[config.mk]
export PLATFORM = sky130hd
export DESIGN_NAME = csl_console_uart
export DESIGN_NICKNAME = d
export VERILOG_FILES = /design/src/csl_console_uart.v
export VERILOG_INCLUDE_DIRS = /design/src
export SDC_FILE = /design/constraint.sdc
export NUM_CORES = 1
export LEC_CHECK = 0
export BUFFER_PORTS_ARGS = -buffer_cell sky130_fd_sc_hd__buf_2
export CORE_MARGIN = 5
export CORE_UTILIZATION = 32
export DETAILED_ROUTE_END_ITERATION = 12
export PLACE_DENSITY = 0.57
export SLEW_MARGIN = 0
export SYNTH_ARGS = -nofsm -noshare
export SYNTH_HDL_FRONTEND = slang
export SYNTH_SLANG_ARGS = --single-unit
[constraint.sdc]
create_clock -name clock -period 3.35 [get_ports clock]
set_input_delay 0.335 -clock clock [delete_from_list [all_inputs] [get_ports clock]]
set_output_delay 0.335 -clock clock [all_outputs]
set_load 0.01 [all_outputs]
[src/csl_console_uart_defs.vh]
// constants shared by the console serial line block
// assumes a 40 MHz system clock and byte addresses on the processor port
`ifndef CSL_CONSOLE_UART_DEFS_VH
`define CSL_CONSOLE_UART_DEFS_VH

// ****************************************
// register byte addresses
// ****************************************
`define CSL_ADDR_RX_CTRL_STATUS 32'h10140080
`define CSL_ADDR_RX_BUFFER 32'h10140084
`define CSL_ADDR_TX_CTRL_STATUS 32'h10140088
`define CSL_ADDR_TX_BUFFER 32'h1014008c
`define CSL_ADDR_BOOT_DIAG 32'h10084004

// ****************************************
// field positions
// ****************************************
`define CSL_BIT_DONE 7
`define CSL_BIT_IE 6
`define CSL_BIT_ANY_ERR 15
`define CSL_BIT_OVERRUN 14
`define CSL_BIT_FRAMING 13
`define CSL_BIT_BREAK 11
`define CSL_BIT_LOOPBACK 2
`define CSL_BIT_FORCE_SPACE 0
`define CSL_BIT_RATE_LO 4

// ****************************************
// reset values
// ****************************************
`define CSL_RESET_TX_CAN_ACCEPT 1'b1
`define CSL_RESET_FLAG 1'b0

// ****************************************
// interrupt identity
// ****************************************
`define CSL_IRQ_LEVEL 5'h0e
`define CSL_VECTOR_RX 8'hf8
`define CSL_VECTOR_TX 8'hfc

// ****************************************
// timing
// ****************************************
`define CSL_CLK_HZ 40000000
`define CSL_BAUD_BASE 300
`define CSL_OVERSAMPLE 16
`define CSL_BREAK_BITS 20
`define CSL_DATA_BITS 8

`endif

[src/csl_console_uart.v]
// console serial line: 8 data bits, no parity, one stop bit, full duplex
// assumes all inputs synchronous to clock; processor port is single-cycle
`timescale 1ns/1ps
`include "csl_console_uart_defs.vh"
`default_nettype none

module csl_console_uart (
    input wire clock,
    input wire rst_n,
    input wire [31:0] addr,
    input wire wr_en,
    input wire rd_en,
    input wire [31:0] wr_data,
    output reg [31:0] rd_data,
    input wire [2:0] baud_select,
    input wire [2:0] rate_switch_in,
    input wire dc_power_ok,
    input wire system_ctrl_hold,
    input wire serial_in,
    output wire serial_out,
    output wire rx_irq_req,
    output wire tx_irq_req,
    output wire [4:0] irq_level,
    output wire [7:0] irq_vector
);

    localparam RX_IDLE = 4'b0001;
    localparam RX_START = 4'b0010;
    localparam RX_DATA = 4'b0100;
    localparam RX_STOP = 4'b1000;
    // full-width products first, then cut to the counter widths on purpose
    localparam [31:0] DIV_FULL = `CSL_CLK_HZ / (`CSL_OVERSAMPLE * `CSL_BAUD_BASE);
    localparam [31:0] BREAK_FULL = `CSL_BREAK_BITS * `CSL_OVERSAMPLE;
    localparam [13:0] DIV_BASE = DIV_FULL[13:0];
    localparam [8:0] BREAK_TICKS = BREAK_FULL[8:0];

    reg rx_char_done;
    reg rx_irq_enable;
    reg overrun_flag;
    reg framing_flag;
    reg break_seen;
    reg [7:0] rx_data;
    reg tx_can_accept;
    reg tx_irq_enable;
    reg loopback_test;
    reg force_space;
    reg [7:0] tx_hold;
    reg [13:0] tick_cnt;
    reg [3:0] rx_state;
    reg [3:0] rx_phase;
    reg [2:0] rx_bit;
    reg [7:0] rx_shift;
    reg rx_prev;
    reg [8:0] space_run;
    reg break_armed;
    reg tx_busy;
    reg [3:0] tx_phase;
    reg [3:0] tx_bit;
    reg [9:0] tx_shift;
    reg tx_line;
    reg space_line;
    wire soft_init;
    wire [13:0] divisor;
    wire tick;
    wire rx_line;
    wire sel_receive_control_status;
    wire sel_receive_data_buffer;
    wire sel_transmit_control_status;
    wire sel_transmit_data_buffer;
    wire rx_complete;
    wire rx_stop_ok;
    wire read_receive_data_buffer;
    wire break_hit;

    // ****************************************
    // shared baud generator and decode
    // ****************************************
    // one oversample tick per divisor count; both directions share it
    assign divisor = DIV_BASE >> baud_select;
    assign tick = (tick_cnt == 14'h0000);
    assign soft_init = ~dc_power_ok & ~system_ctrl_hold;
    assign sel_receive_control_status = (addr == `CSL_ADDR_RX_CTRL_STATUS);
    assign sel_receive_data_buffer = (addr == `CSL_ADDR_RX_BUFFER);
    assign sel_transmit_control_status = (addr == `CSL_ADDR_TX_CTRL_STATUS);
    assign sel_transmit_data_buffer = (addr == `CSL_ADDR_TX_BUFFER);
    assign read_receive_data_buffer = rd_en & sel_receive_data_buffer;

    // baud counter reloads so a rate change takes effect within one tick
    always @(posedge clock or negedge rst_n)
    begin
        if (!rst_n)
            tick_cnt <= 14'h0000;
        else if (tick)
            tick_cnt <= divisor - 14'h0001;
        else
            tick_cnt <= tick_cnt - 14'h0001;
    end

    // ****************************************
    // receiver
    // ****************************************
    // loopback takes the internal transmit line instead of the pin
    assign rx_line = loopback_test ? tx_line : serial_in;
    assign rx_stop_ok = rx_line;
    assign rx_complete = tick & (rx_state == RX_STOP) & (rx_phase == 4'h7);
    assign break_hit = tick & break_armed & ~rx_line & (space_run == BREAK_TICKS - 9'h001);

    // start edge, then sample each bit at phase 7 of 16 (mid-bit)
    always @(posedge clock or negedge rst_n)
    begin
        if (!rst_n)
        begin
            rx_state <= RX_IDLE;
            rx_phase <= 4'h0;
            rx_bit <= 3'h0;
            rx_shift <= 8'h00;
            rx_prev <= 1'b1;
        end
        else if (soft_init)
        begin
            rx_state <= RX_IDLE;
            rx_phase <= 4'h0;
            rx_bit <= 3'h0;
            rx_prev <= 1'b1;
        end
        else if (tick)
        begin
            rx_prev <= rx_line;
            rx_phase <= rx_phase + 4'h1;
            case (rx_state)
                RX_IDLE:
                begin
                    rx_phase <= 4'h0;
                    if (rx_prev & ~rx_line)
                        rx_state <= RX_START;
                end
                RX_START:
                begin
                    if (rx_phase == 4'h7)
                    begin
                        // a glitch shorter than half a bit is not a start
                        rx_state <= rx_line ? RX_IDLE : RX_START;
                    end
                    if (rx_phase == 4'hf)
                    begin
                        rx_state <= RX_DATA;
                        rx_bit <= 3'h0;
                    end
                end
                RX_DATA:
                begin
                    if (rx_phase == 4'h7)
                        rx_shift <= {rx_line, rx_shift[7:1]};
                    if (rx_phase == 4'hf)
                    begin
                        rx_bit <= rx_bit + 3'h1;
                        if (rx_bit == 3'h7)
                            rx_state <= RX_STOP;
                    end
                end
                RX_STOP:
                begin
                    // idle waits for a fresh mark-to-space edge afterwards
                    if (rx_phase == 4'h7)
                        rx_state <= RX_IDLE;
                end
                default:
                    rx_state <= RX_IDLE;
            endcase
        end
    end

    // space run length in oversample ticks; mark rearms break detection
    always @(posedge clock or negedge rst_n)
    begin
        if (!rst_n)
        begin
            space_run <= 9'h000;
            break_armed <= 1'b1;
        end
        else if (soft_init)
        begin
            space_run <= 9'h000;
            break_armed <= 1'b1;
        end
        else if (tick)
        begin
            if (rx_line)
            begin
                space_run <= 9'h000;
                break_armed <= 1'b1;
            end
            else if (break_hit)
            begin
                space_run <= 9'h000;
                break_armed <= 1'b0;
            end
            else if (space_run != BREAK_TICKS)
                space_run <= space_run + 9'h001;
        end
    end

    // receive status; a set in the same cycle as a read wins
    always @(posedge clock or negedge rst_n)
    begin
        if (!rst_n)
        begin
            rx_char_done <= `CSL_RESET_FLAG;
            overrun_flag <= `CSL_RESET_FLAG;
            framing_flag <= `CSL_RESET_FLAG;
            break_seen <= `CSL_RESET_FLAG;
            rx_data <= 8'h00;
        end
        else if (soft_init)
        begin
            rx_char_done <= `CSL_RESET_FLAG;
            overrun_flag <= `CSL_RESET_FLAG;
            framing_flag <= `CSL_RESET_FLAG;
            break_seen <= `CSL_RESET_FLAG;
            rx_data <= 8'h00;
        end
        else
        begin
            if (rx_complete)
            begin
                rx_data <= rx_shift;
                rx_char_done <= 1'b1;
                overrun_flag <= rx_char_done & ~read_receive_data_buffer;
                framing_flag <= ~rx_stop_ok;
            end
            else if (read_receive_data_buffer)
                rx_char_done <= 1'b0;
            if (break_hit)
            begin
                break_seen <= 1'b1;
                framing_flag <= 1'b1;
            end
            else if (read_receive_data_buffer)
                break_seen <= 1'b0;
        end
    end

    // ****************************************
    // transmitter
    // ****************************************
    // holding register plus 10-bit shifter: start, 8 data, stop
    always @(posedge clock or negedge rst_n)
    begin
        if (!rst_n)
        begin
            tx_can_accept <= `CSL_RESET_TX_CAN_ACCEPT;
            tx_hold <= 8'h00;
            tx_busy <= 1'b0;
            tx_phase <= 4'h0;
            tx_bit <= 4'h0;
            tx_shift <= 10'h3ff;
            tx_line <= 1'b1;
            space_line <= 1'b0;
        end
        else if (soft_init)
        begin
            tx_can_accept <= `CSL_RESET_TX_CAN_ACCEPT;
            tx_busy <= 1'b0;
            tx_phase <= 4'h0;
            tx_bit <= 4'h0;
            tx_shift <= 10'h3ff;
            tx_line <= 1'b1;
            space_line <= 1'b0;
        end
        else
        begin
            // a write while full is dropped rather than corrupting the hold
            if (wr_en & sel_transmit_data_buffer & tx_can_accept)
            begin
                tx_hold <= wr_data[7:0];
                tx_can_accept <= 1'b0;
            end
            else if (~tx_can_accept & ~tx_busy)
            begin
                tx_shift <= {1'b1, tx_hold, 1'b0};
                tx_busy <= 1'b1;
                tx_can_accept <= 1'b1;
                tx_phase <= 4'h0;
                tx_bit <= 4'h0;
            end
            if (tx_busy & tick)
            begin
                tx_phase <= tx_phase + 4'h1;
                if (tx_phase == 4'h0)
                    tx_line <= tx_shift[0];
                if (tx_phase == 4'hf)
                begin
                    tx_shift <= {1'b1, tx_shift[9:1]};
                    tx_bit <= tx_bit + 4'h1;
                    if (tx_bit == 4'h9)
                        tx_busy <= 1'b0;
                end
            end
            else if (~tx_busy)
                tx_line <= 1'b1;
            // space starts only between characters, then holds while set
            space_line <= force_space & (space_line | ~tx_busy);
        end
    end

    // loopback keeps the pin at mark; otherwise break forces the pin to space
    assign serial_out = loopback_test | (tx_line & ~space_line);

    // ****************************************
    // processor register port
    // ****************************************
    always @(posedge clock or negedge rst_n)
    begin
        if (!rst_n)
        begin
            rx_irq_enable <= `CSL_RESET_FLAG;
            tx_irq_enable <= `CSL_RESET_FLAG;
            loopback_test <= `CSL_RESET_FLAG;
            force_space <= `CSL_RESET_FLAG;
        end
        else if (soft_init)
        begin
            rx_irq_enable <= `CSL_RESET_FLAG;
            tx_irq_enable <= `CSL_RESET_FLAG;
            loopback_test <= `CSL_RESET_FLAG;
            force_space <= `CSL_RESET_FLAG;
        end
        else if (wr_en)
        begin
            // only the writable bits are taken; others are ignored
            if (sel_receive_control_status)
                rx_irq_enable <= wr_data[`CSL_BIT_IE];
            if (sel_transmit_control_status)
            begin
                tx_irq_enable <= wr_data[`CSL_BIT_IE];
                loopback_test <= wr_data[`CSL_BIT_LOOPBACK];
                force_space <= wr_data[`CSL_BIT_FORCE_SPACE];
            end
        end
    end

    // registered read data; unmapped and write-only addresses read zero
    always @(posedge clock or negedge rst_n)
    begin
        if (!rst_n)
            rd_data <= 32'h00000000;
        else
        begin
            rd_data <= 32'h00000000;
            if (rd_en & sel_receive_control_status)
            begin
                rd_data[`CSL_BIT_DONE] <= rx_char_done;
                rd_data[`CSL_BIT_IE] <= rx_irq_enable;
            end
            if (read_receive_data_buffer)
            begin
                rd_data[7:0] <= rx_data;
                rd_data[`CSL_BIT_ANY_ERR] <= overrun_flag | framing_flag;
                rd_data[`CSL_BIT_OVERRUN] <= overrun_flag;
                rd_data[`CSL_BIT_FRAMING] <= framing_flag;
                rd_data[`CSL_BIT_BREAK] <= break_seen;
            end
            if (rd_en & sel_transmit_control_status)
            begin
                rd_data[`CSL_BIT_DONE] <= tx_can_accept;
                rd_data[`CSL_BIT_IE] <= tx_irq_enable;
                rd_data[`CSL_BIT_LOOPBACK] <= loopback_test;
                rd_data[`CSL_BIT_FORCE_SPACE] <= force_space;
            end
            if (rd_en & (addr == `CSL_ADDR_BOOT_DIAG))
                rd_data[`CSL_BIT_RATE_LO+2:`CSL_BIT_RATE_LO] <= ~rate_switch_in;
        end
    end

    // ****************************************
    // interrupt requests
    // ****************************************
    // error flags never request on their own; receiver takes priority
    assign rx_irq_req = rx_irq_enable & rx_char_done;
    assign tx_irq_req = tx_irq_enable & tx_can_accept;
    assign irq_level = `CSL_IRQ_LEVEL;
    assign irq_vector = rx_irq_req ? `CSL_VECTOR_RX : `CSL_VECTOR_TX;

endmodule

`default_nettype wire

-- Word level (Yosys, flattened, before mapping)
Index checks and enable logic that the tools add are counted.
- add/sub/neg operators: 7
- equal/unequal tests: 25
- shift-type cells: 1
- mux-type cells: 92
- bitwise logic cells: 32
- reduce and logical (&&, ||, !) cells: 25
- operator list (cell ; number):
    == test 32 x 29 -> 1 bit (second input constant) ; 5
    two-way mux 4 bit ; 20
    two-way mux 10 bit ; 5
    two-way mux 1 bit ; 46
    two-way mux 9 bit ; 5
    subtractor 14 x 1 -> 14 bit (second input constant) ; 2
    two-way mux 8 bit ; 3
    two-way mux 3 bit ; 7
    nonzero test 3 bit ; 7
    AND 1 bit ; 20
    == test 4 bit (second input constant) ; 4
    one-hot mux 4 bit (4 select lines) ; 1
    zero test 14 bit ; 1
    two-way mux 14 bit ; 1
    AND reduction 2 bit ; 7
    >> shifter 14 x 3 -> 14 bit (first input constant) ; 1
    adder 4 x 1 -> 4 bit (second input constant) ; 3
    != test 3 bit (second input constant) ; 4
    nonzero test 2 bit ; 5
    adder 9 x 1 -> 9 bit (second input constant) ; 1
    == test 9 bit (second input constant) ; 1
    != test 3 x 2 -> 1 bit (second input constant) ; 3
    != test 9 bit (second input constant) ; 1
    == test 4 x 3 -> 1 bit (second input constant) ; 2
    other kinds (15) ; 27
- bits in registers: 102
- bits of input ports: 77
- output and inout port bits: 48
- logic and storage cells: 208

-- Logic depth before layout (Yosys ltp)
Gate-level depths: netlist of run 1.
- depth after elaboration: 8
- mapped depth: 10
- gate-level depth less buffers: 10

-- Least setup slack after synthesis of run 1
No wires, ideal clock.
- path kind: reg-to-reg
- start: register tick_cnt[0]
- end: register tick_cnt[10]
- library setup time: 79 ps
- data arrival time: 2523 ps
- data required time: 3271 ps
- setup slack: 748 ps
- cell stages (with the launch flop): 11
- buffers on the path: 1
- clock period less this slack: 2602 ps
- cells stage by stage: dfrtp_1 > or4_4 > nor4_4 > clkbuf_1 > a21oi_1 > ha_1 > nand2_1 > or2_2 > o21ba_2 > o211ai_1 > xor2_1
- word-level cells in the longest chain between the ends: 2
- elaborated cells between the ends (all ways): 3
- RTL lines (item ; RTL line ; source):
    start, declared ; csl_console_uart.v:48 ; reg [13:0] tick_cnt;
    start signal, assigned ; csl_console_uart.v:94 ; tick_cnt <= divisor - 14'h0001;
    start signal, assigned ; csl_console_uart.v:96 ; tick_cnt <= tick_cnt - 14'h0001;
    subtractor 14 x 1 -> 14 bit or zero test 14 bit (tied branches) ; csl_console_uart.v:96, csl_console_uart.v:80 ;
    two-way mux 14 bit (*) ; csl_console_uart.v:93 ; else if (tick)
Mark *: on every way between the ends. The rest lies on a longest branch, timed or not.
A chain may end at the register's enable or synchronous reset.

-- Final worst setup path of run 1
- start: register tick_cnt[0]
- end: register tx_bit[2]
- word-level cells in the longest chain between the ends: 4
- RTL lines (item ; RTL line ; source):
    zero test 14 bit ; csl_console_uart.v:80 ; assign tick = (tick_cnt == 14'h0000);
    AND 1 bit ; csl_console_uart.v:286 ; if (tx_busy & tick)
    two-way mux 4 bit ; csl_console_uart.v:286 ;
    two-way mux 4 bit ; csl_console_uart.v:260 ; else if (soft_init)
    end signal, assigned ; csl_console_uart.v:294 ; tx_bit <= tx_bit + 4'h1;
    end, declared ; csl_console_uart.v:58 ; reg [3:0] tx_bit;
No other way between the ends.

==> run_results.csv, run 1 <==
group,metric,value,unit
run_status,run_status,"completed",
critical_path,worst-path-max-fanout,15,
timing,min_period,2.86,ns
logic_synthesis,postSynthAreaPerCell,9.57,um2
cells_and_area,multiInputGateArea,0.00268,mm2
placed_design,dp_worst_slack,0.499,ns
floorplanning,fp.dieH,142,um
global_routing,total_global_route_track_usage,0.124,
detailed_routing,avgViaCountPerCell,4.90,
global_routing,wire_length_of_the_first_global_routing_pass,20.5,mm
cells_and_area,seqCellArea,0.00257,mm2
power_and_ir_drop,vdd_drop_max,0.000203,V
cts,clk_pin_slew_worst_paths,0.07,ns
critical_path,critical_path_start_type,"flip-flop",
cts,cts_repair_resize_count,0,
logic_synthesis,sequential_fraction_of_the_synthesis_area,0.464,
min_path,worstHoldPathType,"in -> async",
timing,slew_headroom,0.507,
cts,tritoncts.num_buffers,9,
timing,finalHoldViolCount,0,
timing,maxSlewViolCount,0,
detailed_routing,ant_nets,0,
logic_synthesis,post_synthesis_instance_area,0.00554,mm2
placed_design,final_wtd_congestion,0.839,
floorplanning,initial_utilization,0.324,
detailed_routing,initialDrtViolationCount,277,
timing,unrepaired_setup_endpoints_after_global_routing,"no",
critical_path,cp_data_required_time,3.63,ns
cells_and_area,num-fill-cells,1712,
critical_path,end_kind,"flip-flop",
logic_synthesis,synth.distinct_cells,56,
global_routing,grt_max_degree,57,
power_and_ir_drop,ratio_of_total_power_to_cell_area,454,mW/mm2
logic_synthesis,postSynth.asyncResetShare,1.00,
critical_path,timing.critical_path.max_delay_family,"simple AND/OR/NAND/NOR gates",
critical_path,worst_path_max_delay_cell,"sky130_fd_sc_hd__or3b_2",
cts,clockRootBuffer,"sky130_fd_sc_hd__clkbuf_16",
detailed_routing,drt_wl_total,12.1,mm
cts,total_number_of_clock_tree_sinks,102,
cells_and_area,flow.area_growth_from_synthesis,14.7,%
timing,clock_skew,0.00538,ns
global_routing,via_count_of_the_first_global_routing_pass,4262,
timing,totalNegativeSetupSlack,0,ns
run,maxCapViolations,0,
detailed_routing,wl_per_cell,13.8,um
cells_and_area,final_common_cell,"sky130_fd_sc_hd__dfrtp_1",
cts,clock_tree.buffer_depth,2,
placed_design,io_buffers,68,
critical_path,critical_path_class,"reg -> reg",
logic_synthesis,syn-instance-count,579,
critical_path,worst-endpoint-arrival,3.14,ns
timing,max_freq,350,MHz
cts,htree_num_levels,3,
critical_path,worst-path-buf-inv,1,
logic_synthesis,synth.yosys.warnings,0,
timing,final_critical_path_setup_slack,0.491,ns
global_routing,antenna_found_initial,0,
global_routing,grt_use_met2,0.215,
floorplanning,fp.dieArea,0.0200,mm2
logic_synthesis,synth_edf_count,0,
timing,report.final.setup_viol,0,
global_routing,busiest_layer,"met2",
detailed_routing,detailedRoute.firstPassIterationCount,4,
cts,tritoncts,"done",
cts,cts_post_setup_buffers_inserted,0,
global_routing,grt_overflow_total,0,
logic_synthesis,synthFlopType,"sky130_fd_sc_hd__dfrtp_1",
floorplanning,chipWidth,142,um
floorplanning,number_of_cell_rows,48,
cells_and_area,final_cell_mix,"87 x sky130_fd_sc_hd__dfrtp_1, 70 x sky130_fd_sc_hd__nor2_1, 67 x sky130_fd_sc_hd__buf_2, 49 x sky130_fd_sc_hd__nand2_1, 43 x sky130_fd_sc_hd__o21ai_0",
timing,finalCritPeriodShare,0.853,
critical_path,crit_path_cell_trace,"or4_4 > nor4_4 > buf_4 > nand4_1 > or3b_2 > a21oi_1",
cts,clk-insertion-delay-late,0.35,ns
floorplanning,io_pins,125,
floorplanning,core-area,0.0171,mm2
global_routing,grt_util_met1,0.152,
detailed_routing,routed-via-count,4293,
cells_and_area,antenna_cells,0,
cts,cts_hold_buf,0,
logic_synthesis,synth_seq_cells,102,
cells_and_area,utilization,0.371,
power_and_ir_drop,total_leakage_power,2.90,nW
global_routing,grt_use_met3,0.0212,
placed_design,dp_hpwl,8.76,mm
detailed_routing,post-route-drc-count,0,
cells_and_area,post_route_cells_drive_above_1_share,0.218,
critical_path,cpPeakStageDelay,0.62,ns
timing,worst_slew_pin_slew,0.739,ns
cells_and_area,design.final.nets,738,
[synthesized netlist by cell type, types with 7 or more instances]
| cell type | count | area [um2] |
|---|---|---|
| sky130_fd_sc_hd__mux2_4 | 7 | 105 |
| sky130_fd_sc_hd__o21ai_0 | 43 | 215 |
| sky130_fd_sc_hd__or4_1 | 8 | 60.1 |
| sky130_fd_sc_hd__nor3_1 | 18 | 90.1 |
| sky130_fd_sc_hd__dfstp_2 | 15 | 394 |
| sky130_fd_sc_hd__inv_1 | 15 | 56.3 |
| sky130_fd_sc_hd__dfrtp_1 | 87 | 2180 |
| sky130_fd_sc_hd__buf_4 | 33 | 248 |
| sky130_fd_sc_hd__xor2_1 | 10 | 87.6 |
| sky130_fd_sc_hd__mux2i_1 | 18 | 180 |
| sky130_fd_sc_hd__clkbuf_1 | 17 | 63.8 |
| sky130_fd_sc_hd__a21oi_1 | 30 | 150 |
| sky130_fd_sc_hd__and2_1 | 10 | 62.6 |
| sky130_fd_sc_hd__mux2_2 | 9 | 101 |
| sky130_fd_sc_hd__nor2b_1 | 10 | 62.6 |
| sky130_fd_sc_hd__nand2_1 | 49 | 184 |
| sky130_fd_sc_hd__ha_1 | 14 | 175 |
| sky130_fd_sc_hd__xnor2_1 | 8 | 70.1 |
| sky130_fd_sc_hd__nor2_1 | 71 | 267 |
| sky130_fd_sc_hd__nand3_1 | 18 | 90.1 |
[routing by layer]
layer / part of all wire / vias to the layer above / routed length, um
li1: - / 2105 / -
met1: 0.44 / 2104 / 5380
met2: 0.50 / 68 / 6110
met3: 0.033 / 16 / 406
met4: 0.020 / 0 / 240
met5: 0 / - / 0
[per-stage QoR]
step	std cells	hold slack, ns	cell area [um2]	total power, mW
2_1_floorplan	609	0.0394	5650	1.69
3_3_place_gp	861	0.438	6040	1.78
3_5_place_dp	861	0.450	6040	1.80
4_1_cts	877	0.0668	6350	2.92
5_1_grt	877	0.112	6350	3.04
6_report	877	0.0307	6350	2.88
[layout make-up]
cell class                      instances  share of cell area
Timing Repair Buffer                   81              0.0713
Inverter                               15             0.00886
Clock buffer                            9              0.0354
Multi-Input combinational cell        438               0.422
Sequential cell                       102               0.405
Clock inverter                          7              0.0140
Tap cell                              225              0.0443
[sequential cells by signal, summed over array words and instances, names as in the netlist, 3 cells and up]
register,cells
tx_shift,10
tick_cnt,14
tx_hold,8
rx_bit,3
rd_data,12
tx_bit,4
rx_phase,4
tx_phase,4
rx_data,8
space_run,9
rx_state,4
rx_shift,8
[where the power goes]
part,switching (mW),internal (mW)
clock,0.511,0.600
combinational,0.232,0.157
sequential,0.0720,1.31
[final timing paths]
path	from	end	slack, ns	cells past startpoint
max reg2reg	tick_cnt[0]$_DFF_PN0_	tx_bit[2]$_DFF_PN0_	0.49	6
min reg2reg	rx_data[3]$_DFFE_PN0P_	rd_data[3]$_DFF_PN0_	0.49	1
min in group clock	rate_switch_in[0]	rd_data[4]$_DFF_PN0_	0.17	2
min	rst_n	tick_cnt[6]$_DFF_PN0_	0.03	1
max in group asynchronous	rst_n	rx_state[0]$_DFFE_PN1P_	2.54	2
max	tick_cnt[0]$_DFF_PN0_	tx_bit[2]$_DFF_PN0_	0.49	6
[logic make-up after synthesis]
group,synth area share
other cells,0.00136
xor+xnor,0.0285
simple gates,0.213
buf+inv,0.0732
mux,0.0698
fa+ha+maj,0.0316
flops,0.464
compound gates,0.118
Power figures use the tool's default switching activity.
==> run 2: changes to the inputs <==
BUFFER_PORTS_ARGS = -buffer_cell sky130_fd_sc_hd__clkbuf_2   (was -buffer_cell sky130_fd_sc_hd__buf_2)
==> run_results.csv, run 2 (synthesis results as in run 1) <==
group,metric,value,unit
cells_and_area,multiInputGateArea,0.00268,mm2
cts,clock_tree.buffer_depth,2,
cts,clk-insertion-delay-late,0.36,ns
timing,final_critical_path_setup_slack,0.490,ns
global_routing,grt_use_met3,0.0276,
cells_and_area,final_common_cell,"sky130_fd_sc_hd__dfrtp_1",
critical_path,end_kind,"flip-flop",
run_status,run_status,"completed",
cts,htree_num_levels,3,
cells_and_area,final_cell_mix,"87 x sky130_fd_sc_hd__dfrtp_1, 70 x sky130_fd_sc_hd__nor2_1, 67 x sky130_fd_sc_hd__clkbuf_2, 49 x sky130_fd_sc_hd__nand2_1, 43 x sky130_fd_sc_hd__o21ai_0",
detailed_routing,routed-via-count,4285,
cells_and_area,flow.area_growth_from_synthesis,14.0,%
cells_and_area,num-fill-cells,1720,
power_and_ir_drop,share_seq_of_total_power,0.494,
detailed_routing,avgViaCountPerCell,4.89,
power_and_ir_drop,swShare,0.293,
power_and_ir_drop,report.power.total,2.81,mW
global_routing,wire_length_of_the_first_global_routing_pass,20.1,mm
floorplanning,io_pins,125,
power_and_ir_drop,ratio_of_total_power_to_cell_area,446,mW/mm2
timing,max_freq,350,MHz
cts,clockRootBuffer,"sky130_fd_sc_hd__clkbuf_16",
cells_and_area,seqCellArea,0.00257,mm2
cts,total_number_of_clock_tree_sinks,102,
detailed_routing,post-route-drc-count,0,
timing,worst_slew_pin_slew,0.992,ns
global_routing,grt_util_met1,0.153,
detailed_routing,detailedRoute.firstPassIterationCount,4,
cts,cts_hold_buf,0,
power_and_ir_drop,power.share.combinational,0.139,
min_path,worstHoldPathType,"in -> async",
detailed_routing,drt_wl_total,12.0,mm
run,maxCapViolations,0,
global_routing,grt_overflow_total,0,
timing,slew_headroom,0.339,
critical_path,cp_data_required_time,3.58,ns
critical_path,number_of_cell_instances_on_the_worst_register_to_register_path,7,
timing,finalCritPeriodShare,0.854,
critical_path,worst-endpoint-arrival,3.09,ns
global_routing,antenna_found_initial,0,
critical_path,worst-path-max-fanout,13,
cts,tritoncts.num_buffers,9,
cells_and_area,largest_register_ff_count,14,
cells_and_area,max_flop_register,"tick_cnt",
global_routing,total_global_route_track_usage,0.122,
global_routing,grt_max_degree,79,
critical_path,worst_r2r_startpoint,"tick_cnt[0]$_DFF_PN0_",
cells_and_area,antenna_cells,0,
cts,tritoncts,"done",
timing,clock_skew,0.0135,ns
detailed_routing,ant_nets,0,
floorplanning,fp.dieH,142,um
power_and_ir_drop,vdd_drop_max,0.000247,V
floorplanning,number_of_cell_rows,48,
critical_path,reg2reg_slack,0.49,ns
floorplanning,core-area,0.0171,mm2
cts,cts_post_setup_buffers_inserted,0,
placed_design,dp_worst_slack,0.496,ns
timing,totalNegativeSetupSlack,0,ns
timing,finalHoldViolCount,0,
floorplanning,fp.dieArea,0.0200,mm2
critical_path,critical_path_class,"reg -> reg",
global_routing,grt_use_met2,0.204,
power_and_ir_drop,cellInternalPower,1.99,mW
critical_path,critical_path_start_type,"flip-flop",
cells_and_area,design.final.nets,737,
power_and_ir_drop,switchingPower,0.823,mW
cts,clk_pin_slew_worst_paths,0.07,ns
detailed_routing,initialDrtViolationCount,246,
placed_design,final_wtd_congestion,0.841,
floorplanning,initial_utilization,0.324,
floorplanning,chipWidth,142,um
placed_design,io_buffers,68,
timing,unrepaired_setup_endpoints_after_global_routing,"no",
detailed_routing,wl_per_cell,13.7,um
placed_design,dp_hpwl,8.65,mm
cells_and_area,post_route_cells_drive_above_1_share,0.217,
global_routing,busiest_layer,"met2",
power_and_ir_drop,share_clk_of_total_power,0.367,
cts,cts_repair_resize_count,0,
timing,report.final.setup_viol,0,
critical_path,rr_endpoint,"rx_data[7]$_DFFE_PN0P_",
timing,min_period,2.86,ns
power_and_ir_drop,total_leakage_power,2.88,nW
timing,maxSlewViolCount,0,
global_routing,via_count_of_the_first_global_routing_pass,4206,
cells_and_area,layout_top_registers,"tick_cnt x14, rd_data x12, tx_shift x10",
## run 2: cell types whose count changed in the layout (fill, tap and decap cells not counted)
cell and change:
sky130_fd_sc_hd__buf_2 -67, sky130_fd_sc_hd__clkbuf_2 +67, sky130_fd_sc_hd__inv_8 -2, sky130_fd_sc_hd__buf_12 -1
sky130_fd_sc_hd__bufinv_16 -1, sky130_fd_sc_hd__clkinv_2 +1, sky130_fd_sc_hd__clkinv_4 +1, sky130_fd_sc_hd__clkinv_8 +1
sky130_fd_sc_hd__clkinvlp_4 -1, sky130_fd_sc_hd__inv_6 +1
## run 2: critical path, cell delays in order, from the launching register on
cell                      delay, ns
sky130_fd_sc_hd__dfrtp_1       0.42
sky130_fd_sc_hd__or4_4         0.59
sky130_fd_sc_hd__or4_1         0.68
sky130_fd_sc_hd__buf_4         0.25
sky130_fd_sc_hd__nor4_4        0.25
sky130_fd_sc_hd__buf_4         0.26
sky130_fd_sc_hd__mux2i_1       0.21
sky130_fd_sc_hd__nor2_1        0.05
## run 2: how the worst max path moves through the flow
stage,from,to,slack (ns),cells past startpoint
after detailed placement,tick_cnt[0]$_DFF_PN0_,rx_data[7]$_DFFE_PN0P_,0.50,7
after floorplan,tick_cnt[0]$_DFF_PN0_,tick_cnt[10]$_DFF_PN0_,0.75,10
final,tick_cnt[0]$_DFF_PN0_,rx_data[7]$_DFFE_PN0P_,0.49,7
after global routing,tick_cnt[0]$_DFF_PN0_,tx_bit[2]$_DFF_PN0_,0.29,6
after global placement,tick_cnt[0]$_DFF_PN0_,rx_data[2]$_DFFE_PN0P_,0.54,7
after CTS,tick_cnt[0]$_DFF_PN0_,rx_data[7]$_DFFE_PN0P_,0.48,7
## run 2: layout make-up
cell class / count / share of cell area
multi-input cells: 438 / 0.424
flip-flops and latches: 102 / 0.407
repair buffers: 80 / 0.0686
well taps: 225 / 0.0446
clock buffers: 9 / 0.0357
clock inverters: 7 / 0.0107
inverters: 15 / 0.00892
## run 2: layer usage
layer	vias up	wire [um]
li1	2110	-
met1	2072	5360
met2	89	5980
met3	14	479
met4	0	229
met5	-	0
## run 2: power groups by stage
stage / Combinational (mW) / Sequential (mW) / Clock [mW]
floorplan: 0.306 / 1.39 / 0
global placement: 0.382 / 1.40 / 0
detailed placement: 0.392 / 1.41 / 0
CTS: 0.393 / 1.38 / 1.07
global route: 0.445 / 1.40 / 1.11
finish: 0.392 / 1.39 / 1.03
## run 2: stage by stage
stage	utilization	hold WS (ns)	instances	instance area (um2)
after CTS	0.369	0.172	876	6310
after detailed placement	0.352	0.471	860	6020
after floorplan	-	0.0394	609	5650
final	0.369	0.101	876	6310
after global placement	0.352	0.473	860	6020
after global routing	0.369	0.185	876	6310
